### config.mk
export PLATFORM = sky130hd
export DESIGN_NAME = suspend_error_status_tracker
export DESIGN_NICKNAME = d
export VERILOG_FILES = /design/src/hw/status_tracker_pkg.sv /design/src/hw/status_tracker_if.sv /design/src/hw/cmd_decoder.sv /design/src/hw/status_regfile.sv /design/src/hw/suspend_error_status_tracker.sv
export VERILOG_INCLUDE_DIRS = /design/src /design/src/hw
export SDC_FILE = /design/constraint.sdc
export NUM_CORES = 1
export LEC_CHECK = 0
export BUFFER_PORTS_ARGS = -buffer_cell sky130_fd_sc_hd__buf_2
export CAP_MARGIN = 25
export CORE_MARGIN = 4
export CORE_UTILIZATION = 50
export DETAILED_ROUTE_END_ITERATION = 16
export GPL_TIMING_DRIVEN = 0
export PLACE_DENSITY = 0.79
export SETUP_SLACK_MARGIN = 0.2
export SLEW_MARGIN = 20
export SYNTH_ARGS = -nofsm -noshare
export SYNTH_HDL_FRONTEND = slang
export SYNTH_SLANG_ARGS = --single-unit
### constraint.sdc
create_clock -name clk -period 2.11 [get_ports clk]
set_input_delay 0.422 -clock clk [delete_from_list [all_inputs] [get_ports clk]]
set_output_delay 0.422 -clock clk [all_outputs]
set_load 0.05 [all_outputs]
### src/hw/status_tracker_defines.svh
// Behaviour
// RULE1: suspend-any flag is status two bit 7
// RULE2: erase-suspended flag is status five bit 3
// RULE3: program-suspended flag is status five bit 2
// RULE4: suspend-any equals erase-suspended OR program-suspended
// RULE5: resumed program completion clears program-suspended
// RULE6: resumed erase completion clears erase-suspended
// RULE7: all three set means program inside erase
// RULE8: program may start and suspend within erase suspend
// RULE9: host never suspends erase inside program suspend
// RULE10: host finishes inner program before resuming erase
// RULE11: erase error sets status four bit 4
// RULE12: program error sets status four bit 5
// RULE13: accepted erase command clears erase-error flag
// RULE14: accepted program-type command clears program-error flag
// RULE15: status register writes may set program-error
// RULE16: error flags hold while operation suspended
// RULE17: resume leaves both error flags unchanged
// RULE18: terminate of running operation sets matching error
// RULE19: any device reset clears both error flags
// RULE20: waking from deep sleep keeps error flags
// RULE21: waking from deepest sleep resets, clearing flags
// RULE22: host checks error flags after each operation
// RULE23: terminate during suspend sequence wins, no suspend flag
// RULE24: terminate ignored during register write, lock, OTP
// RULE25: flags are read-only over the register port
`ifndef STATUS_TRACKER_DEFINES_SVH
`define STATUS_TRACKER_DEFINES_SVH
`define SR1_OFS 8'h00
`define SR2_OFS 8'h04
`define SR3_OFS 8'h08
`define SR4_OFS 8'h0C
`define SR5_OFS 8'h10
`define BUSY_BIT 0
`define ASU_BIT 7
`define ESU_BIT 3
`define PSU_BIT 2
`define EER_BIT 4
`define PER_BIT 5
`define PDM_BIT 7
`define PDM_RST 1'b0
`endif

### src/hw/status_tracker_pkg.sv
package status_tracker_pkg;
    typedef enum logic [7:0] {
        op_erase_4k = 8'h20, op_erase_32k = 8'h52, op_erase_64k = 8'hD8, op_chip_a = 8'h60,
        op_chip_b = 8'hC7, op_prog = 8'h02, op_prog_dual = 8'hA2, op_prog_quad = 8'h32,
        op_seq_a = 8'hAD, op_seq_b = 8'hAF, op_otp_prog = 8'h9B, op_wrsr_a = 8'h01,
        op_wrsr_b = 8'h31, op_wrsr_c = 8'h11, op_wrsr_ind = 8'h71, op_sr_lock = 8'h6F,
        op_pause_a = 8'hB0, op_pause_b = 8'h75, op_resume_a = 8'hD0, op_resume_b = 8'h7A,
        op_term = 8'hF0, op_rst_en = 8'h66, op_rst = 8'h99, op_sleep = 8'hB9,
        op_sleep_deepest = 8'h79, op_wake = 8'hAB
    } opcode_t;

    typedef enum logic [2:0] {
        st_idle, st_prog, st_erase, st_special, st_prog_pause, st_erase_pause
    } eng_t;
endpackage

### src/hw/status_tracker_if.sv
`timescale 1ns/1ps
interface cmd_class_if;
    logic erase;
    logic prog;
    logic special;
    logic pause;
    logic resume;
    logic term;
    logic rst_en;
    logic rst;
    logic sleep;
    logic sleep_deepest;
    logic wake;
    modport dec (output erase, prog, special, pause, resume, term, rst_en, rst, sleep, sleep_deepest, wake);
    modport use_side (input erase, prog, special, pause, resume, term, rst_en, rst, sleep, sleep_deepest, wake);
endinterface

interface status_if;
    logic busy;
    logic psu;
    logic esu;
    logic asu;
    logic eer;
    logic per;
    logic pdm;
    modport rf (input busy, psu, esu, asu, eer, per, output pdm);
    modport core (output busy, psu, esu, asu, eer, per, input pdm);
endinterface

### src/hw/cmd_decoder.sv
`timescale 1ns/1ps
module cmd_decoder (
    input wire logic [7:0] cmd_code,
    cmd_class_if.dec cls
);
    always_comb
    begin
        cls.erase = cmd_code inside {status_tracker_pkg::op_erase_4k, status_tracker_pkg::op_erase_32k,
            status_tracker_pkg::op_erase_64k, status_tracker_pkg::op_chip_a, status_tracker_pkg::op_chip_b};
        cls.prog = cmd_code inside {status_tracker_pkg::op_prog, status_tracker_pkg::op_prog_dual,
            status_tracker_pkg::op_prog_quad, status_tracker_pkg::op_seq_a, status_tracker_pkg::op_seq_b};
        // non-volatile register operations: terminate cannot stop them
        cls.special = cmd_code inside {status_tracker_pkg::op_otp_prog, status_tracker_pkg::op_wrsr_a,
            status_tracker_pkg::op_wrsr_b, status_tracker_pkg::op_wrsr_c, status_tracker_pkg::op_wrsr_ind,
            status_tracker_pkg::op_sr_lock};
        cls.pause = cmd_code inside {status_tracker_pkg::op_pause_a, status_tracker_pkg::op_pause_b};
        cls.resume = cmd_code inside {status_tracker_pkg::op_resume_a, status_tracker_pkg::op_resume_b};
        cls.term = cmd_code == status_tracker_pkg::op_term;
        cls.rst_en = cmd_code == status_tracker_pkg::op_rst_en;
        cls.rst = cmd_code == status_tracker_pkg::op_rst;
        cls.sleep = cmd_code == status_tracker_pkg::op_sleep;
        cls.sleep_deepest = cmd_code == status_tracker_pkg::op_sleep_deepest;
        cls.wake = cmd_code == status_tracker_pkg::op_wake;
    end
endmodule

### src/hw/status_regfile.sv
`timescale 1ns/1ps
`include "status_tracker_defines.svh"
module status_regfile #(
    parameter int ADDR_W = 8
)(
    input wire logic clk,
    input wire logic rst_b,
    input wire logic [ADDR_W-1:0] addr,
    input wire logic [7:0] wdata,
    input wire logic wr_en,
    input wire logic rd_en,
    output logic [7:0] rdata,
    status_if.rf st
);
    logic pdm_r;
    logic pdm_nxt;
    logic [7:0] rdata_r;
    logic [7:0] rdata_nxt;

    always_comb
    begin
        pdm_nxt = pdm_r;
        rdata_nxt = 8'h00;
        // only the power-down mode bit is writable; flags ignore writes
        if (wr_en && addr == ADDR_W'(`SR4_OFS)) // RULE25
            pdm_nxt = wdata[`PDM_BIT];
        if (rd_en)
        begin
            unique case (addr)
                ADDR_W'(`SR1_OFS): rdata_nxt[`BUSY_BIT] = st.busy;
                ADDR_W'(`SR2_OFS): rdata_nxt[`ASU_BIT] = st.asu; // RULE1
                ADDR_W'(`SR3_OFS): rdata_nxt = 8'h00;
                ADDR_W'(`SR4_OFS):
                begin
                    rdata_nxt[`PDM_BIT] = pdm_r;
                    rdata_nxt[`EER_BIT] = st.eer; // RULE11
                    rdata_nxt[`PER_BIT] = st.per; // RULE12
                end
                ADDR_W'(`SR5_OFS):
                begin
                    rdata_nxt[`ESU_BIT] = st.esu; // RULE2
                    rdata_nxt[`PSU_BIT] = st.psu; // RULE3
                end
                default: rdata_nxt = 8'h00;
            endcase
        end
    end

    always_ff @(posedge clk or negedge rst_b)
    begin
        if (!rst_b)
        begin
            pdm_r <= `PDM_RST;
            rdata_r <= 8'h00;
        end
        else
        begin
            pdm_r <= pdm_nxt;
            rdata_r <= rdata_nxt;
        end
    end

    assign st.pdm = pdm_r;
    assign rdata = rdata_r;
endmodule

### src/hw/suspend_error_status_tracker.sv
`timescale 1ns/1ps
module suspend_error_status_tracker #(
    parameter int ADDR_W = 8
)(
    input wire logic clk,
    input wire logic rst_b,
    input wire logic cmd_valid,
    input wire logic [7:0] cmd_code,
    input wire logic op_done,
    input wire logic op_error,
    input wire logic suspend_done,
    input wire logic [ADDR_W-1:0] addr,
    input wire logic [7:0] wdata,
    input wire logic wr_en,
    input wire logic rd_en,
    output logic [7:0] rdata,
    output logic busy,
    output logic deep_sleep_state,
    output logic deepest_sleep_state,
    output logic suspend_any_flag,
    output logic erase_suspended_flag,
    output logic program_suspended_flag,
    output logic erase_error_flag,
    output logic program_error_flag,
    output logic cmd_accepted,
    output logic cmd_ignored
);
    cmd_class_if cls ();
    status_if sts ();

    status_tracker_pkg::eng_t st_r;
    status_tracker_pkg::eng_t st_nxt;
    logic psu_r;
    logic psu_nxt;
    logic esu_r;
    logic esu_nxt;
    logic asu_r;
    logic asu_nxt;
    logic eer_r;
    logic eer_nxt;
    logic per_r;
    logic per_nxt;
    logic deep_r;
    logic deep_nxt;
    logic deepest_r;
    logic deepest_nxt;
    logic arm_r;
    logic arm_nxt;
    logic pend_r;
    logic pend_nxt;
    logic busy_r;
    logic busy_nxt;
    logic acc_r;
    logic acc_nxt;
    logic ign_r;
    logic ign_nxt;
    logic dev_rst;
    logic idle_free;

    cmd_decoder u_dec (
        .cmd_code(cmd_code),
        .cls(cls.dec)
    );

    status_regfile #(
        .ADDR_W(ADDR_W)
    ) u_rf (
        .clk(clk),
        .rst_b(rst_b),
        .addr(addr),
        .wdata(wdata),
        .wr_en(wr_en),
        .rd_en(rd_en),
        .rdata(rdata),
        .st(sts.rf)
    );

    assign idle_free = (st_r == status_tracker_pkg::st_idle);

    always_comb
    begin
        st_nxt = st_r;
        psu_nxt = psu_r;
        esu_nxt = esu_r;
        eer_nxt = eer_r; // RULE16
        per_nxt = per_r; // RULE16
        deep_nxt = deep_r;
        deepest_nxt = deepest_r;
        arm_nxt = arm_r;
        pend_nxt = pend_r;
        acc_nxt = 1'b0;
        ign_nxt = 1'b0;
        dev_rst = 1'b0;
        if (cmd_valid)
            arm_nxt = cls.rst_en;
        if (deep_r || deepest_r)
        begin
            if (cmd_valid && cls.wake)
            begin
                acc_nxt = 1'b1;
                deep_nxt = 1'b0;
                deepest_nxt = 1'b0;
                dev_rst = deepest_r; // RULE20 RULE21
            end
            else if (cmd_valid && cls.rst && arm_r && deep_r)
            begin
                acc_nxt = 1'b1;
                dev_rst = 1'b1; // RULE19
            end
            else if (cmd_valid && !cls.rst_en)
                ign_nxt = 1'b1;
        end
        else
        begin
            // sequencer events of the running operation
            unique case (st_r)
                status_tracker_pkg::st_idle:
                begin
                end
                status_tracker_pkg::st_prog:
                begin
                    if (op_error)
                        per_nxt = 1'b1; // RULE12
                    if (op_done)
                    begin
                        st_nxt = status_tracker_pkg::st_idle;
                        psu_nxt = 1'b0; // RULE5
                    end
                end
                status_tracker_pkg::st_erase:
                begin
                    if (op_error)
                        eer_nxt = 1'b1; // RULE11
                    if (op_done)
                    begin
                        st_nxt = status_tracker_pkg::st_idle;
                        esu_nxt = 1'b0; // RULE6
                    end
                end
                status_tracker_pkg::st_special:
                begin
                    if (op_error)
                        per_nxt = 1'b1; // RULE15
                    if (op_done)
                    begin
                        st_nxt = status_tracker_pkg::st_idle;
                        dev_rst = pend_r;
                    end
                end
                status_tracker_pkg::st_prog_pause:
                begin
                    if (suspend_done)
                    begin
                        st_nxt = status_tracker_pkg::st_idle;
                        psu_nxt = 1'b1; // RULE3 RULE8
                    end
                end
                status_tracker_pkg::st_erase_pause:
                begin
                    if (suspend_done)
                    begin
                        st_nxt = status_tracker_pkg::st_idle;
                        esu_nxt = 1'b1; // RULE2
                    end
                end
            endcase
            if (cmd_valid)
            begin
                if (cls.term)
                begin
                    // a stopped operation cannot be resumed, so its suspend flag goes too
                    if (st_r == status_tracker_pkg::st_prog || st_r == status_tracker_pkg::st_prog_pause)
                    begin
                        per_nxt = 1'b1; // RULE18
                        psu_nxt = 1'b0; // RULE23
                        st_nxt = status_tracker_pkg::st_idle;
                        acc_nxt = 1'b1;
                    end
                    else if (st_r == status_tracker_pkg::st_erase || st_r == status_tracker_pkg::st_erase_pause)
                    begin
                        eer_nxt = 1'b1; // RULE18
                        esu_nxt = 1'b0; // RULE23
                        st_nxt = status_tracker_pkg::st_idle;
                        acc_nxt = 1'b1;
                    end
                    else
                        ign_nxt = 1'b1; // RULE24
                end
                else if (cls.pause)
                begin
                    acc_nxt = 1'b1;
                    if (st_r == status_tracker_pkg::st_prog)
                        st_nxt = status_tracker_pkg::st_prog_pause;
                    else if (st_r == status_tracker_pkg::st_erase)
                        st_nxt = status_tracker_pkg::st_erase_pause;
                    else
                    begin
                        acc_nxt = 1'b0;
                        ign_nxt = 1'b1;
                    end
                end
                else if (cls.rst_en)
                    acc_nxt = 1'b1;
                else if (cls.rst)
                begin
                    acc_nxt = arm_r;
                    ign_nxt = !arm_r;
                    // non-volatile register updates finish before the reset lands
                    if (arm_r && st_r == status_tracker_pkg::st_special)
                        pend_nxt = 1'b1;
                    else if (arm_r)
                        dev_rst = 1'b1; // RULE19
                end
                else if (cls.resume)
                begin
                    // inner program first, then the outer erase
                    acc_nxt = idle_free && (psu_r || esu_r);
                    ign_nxt = !(idle_free && (psu_r || esu_r));
                    if (idle_free && psu_r)
                        st_nxt = status_tracker_pkg::st_prog; // RULE10 RULE17
                    else if (idle_free && esu_r)
                        st_nxt = status_tracker_pkg::st_erase; // RULE17
                end
                else if (cls.erase)
                begin
                    // no erase while anything is suspended
                    acc_nxt = idle_free && !psu_r && !esu_r; // RULE9
                    ign_nxt = !acc_nxt;
                    if (acc_nxt)
                    begin
                        eer_nxt = 1'b0; // RULE13
                        st_nxt = status_tracker_pkg::st_erase;
                    end
                end
                else if (cls.prog)
                begin
                    acc_nxt = idle_free && !psu_r; // RULE8
                    ign_nxt = !acc_nxt;
                    if (acc_nxt)
                    begin
                        per_nxt = 1'b0; // RULE14
                        st_nxt = status_tracker_pkg::st_prog;
                    end
                end
                else if (cls.special)
                begin
                    acc_nxt = idle_free && !psu_r && !esu_r;
                    ign_nxt = !acc_nxt;
                    if (acc_nxt)
                    begin
                        per_nxt = 1'b0; // RULE14
                        st_nxt = status_tracker_pkg::st_special;
                    end
                end
                else if (cls.sleep || cls.sleep_deepest)
                begin
                    acc_nxt = idle_free && !psu_r && !esu_r;
                    ign_nxt = !acc_nxt;
                    if (acc_nxt)
                    begin
                        deep_nxt = cls.sleep && sts.pdm;
                        deepest_nxt = !(cls.sleep && sts.pdm);
                    end
                end
                else if (cls.wake)
                    ign_nxt = 1'b1;
            end
        end
        if (dev_rst)
        begin
            st_nxt = status_tracker_pkg::st_idle;
            psu_nxt = 1'b0;
            esu_nxt = 1'b0;
            eer_nxt = 1'b0; // RULE19 RULE21
            per_nxt = 1'b0; // RULE19 RULE21
            deep_nxt = 1'b0;
            deepest_nxt = 1'b0;
            arm_nxt = 1'b0;
            pend_nxt = 1'b0;
        end
        asu_nxt = psu_nxt || esu_nxt; // RULE4 RULE7
        busy_nxt = (st_nxt != status_tracker_pkg::st_idle);
    end

    always_ff @(posedge clk or negedge rst_b)
    begin
        if (!rst_b)
        begin
            st_r <= status_tracker_pkg::st_idle;
            psu_r <= 1'b0;
            esu_r <= 1'b0;
            asu_r <= 1'b0;
            eer_r <= 1'b0;
            per_r <= 1'b0;
            deep_r <= 1'b0;
            deepest_r <= 1'b0;
            arm_r <= 1'b0;
            pend_r <= 1'b0;
            busy_r <= 1'b0;
            acc_r <= 1'b0;
            ign_r <= 1'b0;
        end
        else
        begin
            st_r <= st_nxt;
            psu_r <= psu_nxt;
            esu_r <= esu_nxt;
            asu_r <= asu_nxt;
            eer_r <= eer_nxt;
            per_r <= per_nxt;
            deep_r <= deep_nxt;
            deepest_r <= deepest_nxt;
            arm_r <= arm_nxt;
            pend_r <= pend_nxt;
            busy_r <= busy_nxt;
            acc_r <= acc_nxt;
            ign_r <= ign_nxt;
        end
    end

    assign sts.busy = busy_r;
    assign sts.psu = psu_r;
    assign sts.esu = esu_r;
    assign sts.asu = asu_r;
    assign sts.eer = eer_r;
    assign sts.per = per_r;
    assign busy = busy_r;
    assign deep_sleep_state = deep_r;
    assign deepest_sleep_state = deepest_r;
    assign suspend_any_flag = asu_r;
    assign erase_suspended_flag = esu_r;
    assign program_suspended_flag = psu_r;
    assign erase_error_flag = eer_r;
    assign program_error_flag = per_r;
    assign cmd_accepted = acc_r;
    assign cmd_ignored = ign_r;

    logic awake;
    assign awake = !deep_r && !deepest_r;
endmodule

==> key figures <==
Drt
  • Via count: approximately 2.0k
  • Initial drt markers: ~190
  • Final antenna-violating net count: 0
  • Post-DR vias/cell: approximately 6.3
  • DR WL/cell: between 15 and 20 um
  • Drt total wl: around 5500 um
  • Post-route DRC: 0
  • Pre-Repair DR Iteration Count: 5

Synthesis
  • Simple-Gate Fraction of Synth Area: between 30% and 40%
  • Post-Syn Area: 1980 um^2
  • Number of synthesized flops with an enable pin: 0
  • Main combinational cell family by area after synthesis: simple AND/OR/NAND/NOR gates
  • Warnings from Yosys: 0
  • Post-synthesis xor/xnor area fraction: roughly 1.8%
  • Netlist cell types: 70
  • Post-Synth Adder-Cell Area: 0%
  • Cells after Synth: 230
  • Ys flop type: dfrtp_1
  • Register area share after synthesis: ~28%
  • Synth Area in Compound Gates: 21.6%
  • Synth Area per Inst: roughly 8.6 um^2
  • FF+latch count, synth: 22
  • Mux share of post-synthesis cell area: under 10%
  • Asr flop ratio synth: 100%

Floorplan
  • Core ar.: between 3000 and 4000 um^2
  • Die W: around 70 um
  • I/O pins: 50
  • Initial Util: roughly 53%
  • DIE HEIGHT: approximately 71 um
  • Site Rows: 22
  • Die area: 5030 um^2

Power and ir drop
  • Leakage power: approximately 1.1 nW
  • Maximum vdd drop: between 0.2 and 0.25 mV
  • Pwr/cell area: 462 nW/um^2

Placed design
  • Final GP Congestion: 0.936
  • Port Buffers: 36
  • Final HPWL DP: ~4100 um
  • Pre-CTS WS: -0.210 ns

Worst setup path
  • Reg-to-reg setup timing slack: about 0.20 ns
  • CP endpoint kind: flip-flop
  • Cell family contributing the most delay on the critical path: simple AND/OR/NAND/NOR gates
  • R2R Path Start: st_r[1]
  • Top cell by count, worst path: buf_2
  • Worst-path cell chain: buf_2, buf_2, and3b_1, a22oi_1, nor3_1, a22oi_2, and4b_1, o32ai_2
  • CP Depth: 8
  • Req. time, crit path: about 2.3 ns
  • Arr. time, crit path: between 2 and 2.5 ns
  • Worst Setup Path Type: input port to flip-flop
  • Buf/Inv on CP: 2
  • Reg2reg path depth: 6
  • Worst Setup Start Kind: input port
  • Critical-path top delay cell: nor3_1
  • Slowest stage delay, CP: approximately 0.39 ns
  • Worst Path Max Fanout: 10
  • Worst R2R End: busy

Timing
  • Setup violators final: 0
  • Final period util: a little over 90%
  • Fin. max-slew vios: 0
  • Post-layout min period: approximately 1.9 ns
  • Hold_ws: between 0.1 and 0.15 ns
  • Final WS setup: approximately 0.2 ns
  • Clk_skew: around 0.0035 ns
  • FMAX: between 500 and 600 MHz
  • Setup_tns: 0 ns
  • Final hold vios: 0
  • RSZ-0062 raised after global routing: yes

GRT
  • Vias in the first global route: about 1.8k
  • Global Route Usage Sum: between 20% and 30%
  • Largest net degree at the start of global routing: 23
  • Antenna violations before repair: 0
  • Overflow after GRT: 0
  • First-pass GRT wire length: between 8000 and 9000 um

Clocking
  • CTS H-Tree Depth: 1
  • Clk_lat worst skew: between 0.2 and 0.3 ns
  • Clock slew at reported path FFs: roughly 0.070 ns
  • Clock tree buffer depth: 2
  • CTS tree: done
  • Root buffer cell: clkbuf_8
  • Number of buffers created by CTS: 3
  • CTS Hold Buffers Added: 0
  • Clock Sinks: 22

Outcome
  • Outcome: finished clean

Layout
  • Utilization after layout: a little under two thirds
  • Max reg flops: 6
  • Antenna fix cells: 0
  • Share of cells above drive strength 1: between 30% and 40%
  • Area delta synth->final: 20.3%
  • Final layout net count: between 300 and 400
  • # fillers: 342

Run
  • Max-cap viol count: 0

Worst hold path
  • Min-Delay Path Class: input port to asynchronous set/reset pin
[logic make-up (layout without fill, tap and decap cells)]
| group | Yosys count | in the layout |
|---|---|---|
| AO/OA/AOI/OAI | 59 | 59 |
| multiplexers | 4 | 4 |
| buffers and inverters | 22 | 68 |
| XOR/XNOR | 4 | 4 |
| AND/OR/NAND/NOR | 118 | 118 |
| other | 1 | 2 |
| flip-flops | 22 | 22 |
[synth_stat cells (2+ instances only)]
library cell,instances,area share [%]
nor3_1,9,2.3
xor2_1,2,0.89
xnor2_1,2,0.89
a22oi_1,3,1.1
nand2b_1,7,2.2
mux2i_1,3,1.5
clkbuf_1,4,0.76
nand3b_1,4,1.5
a31o_2,2,0.89
and3_1,9,2.8
and4b_1,4,2.0
a21oi_1,14,3.5
nor2b_1,6,1.9
buf_6,4,2.3
and3b_1,3,1.3
or3b_2,2,0.89
inv_1,6,1.1
nor2_1,25,4.7
nor4b_2,3,2.3
o21ai_0,12,3.0
nand3_1,10,2.5
and4bb_1,2,1.3
nand2_1,10,1.9
buf_2,4,1.0
buf_4,4,1.5
o32ai_1,2,0.89
and2_1,4,1.3
nand4_1,5,1.6
o211ai_1,3,1.1
dfrtp_1,22,28
[layout make-up]
class	instances	area [um^2]	share of cell area, %
multi-input cells	187	1350	56.6
well taps	48	60.1	2.52
repair buffers	42	225	9.46
plain buffers	16	115	4.84
flip-flops and latches	22	556	23.3
inverters	6	22.5	0.946
clock buffers	4	55.1	2.31
[how the worst max path moves through the flow]
| stage | start | slack, ns | to |
|---|---|---|---|
| final | cmd_code[5] | 0.20 | busy |
| after global routing | cmd_code[5] | 0.12 | busy |
| after CTS | st_r[2] | 0.20 | busy |
| after detailed placement | cmd_code[2] | -0.21 | busy |
| after global placement | cmd_code[2] | -0.22 | busy |
| after floorplan | cmd_code[4] | 0.18 | busy |
[report_power, final]
part	total, mW	internal [mW]	switching, mW
logic	0.336	0.114	0.221
registers	0.470	0.446	0.0237
clock network	0.295	0.166	0.129
total	1.10	0.727	0.373
[routing by layer]
metal  vias to the layer above  wire length [um]  global-route usage (%)
li1                        961                 -                       -
met1                       964              2270                    29.0
met2                       110              2640                    33.8
met3                        14               530                    3.69
met4                         0               106                    5.22
met5                         -                 0                       0
[metrics by stage]
step,instance area (um^2),instances,total power [mW]
6_report,2380,325,1.10
5_1_grt,2380,325,1.16
4_1_cts,2310,322,1.09
3_5_place_dp,2220,315,0.797
3_3_place_gp,2220,315,0.789
2_1_floorplan,1980,231,0.706
[what timing repair did]
item | in CTS | in global routing
setup endpoints to repair | 1 | 11
gates resized for setup | 3 | 15
buffers inserted | 3 | 3
pin swaps | 3 | 7
gates cloned | 0 | 0
[placed cells by master, fill, tap and decap left out, types with 3 or more instances in the layout]
cell type   n
and2_1      4
nand2b_1    7
nor2b_1     6
buf_4      10
nor4b_2     3
nand3_1    10
clkbuf_8    4
nand4_1     5
dfrtp_1    18
and3_1      9
nor3_1      6
a21oi_1    13
mux2i_1     3
nand3b_1    4
dfrtp_2     4
o21ai_0    11
buf_2      39
nor3_2      4
and3b_1     3
nor2_1     23
o211ai_1    3
and4b_1     4
nand2_1    10
a22oi_1     3
inv_1       6
buf_6       4
(Power assumes the default switching activity.)
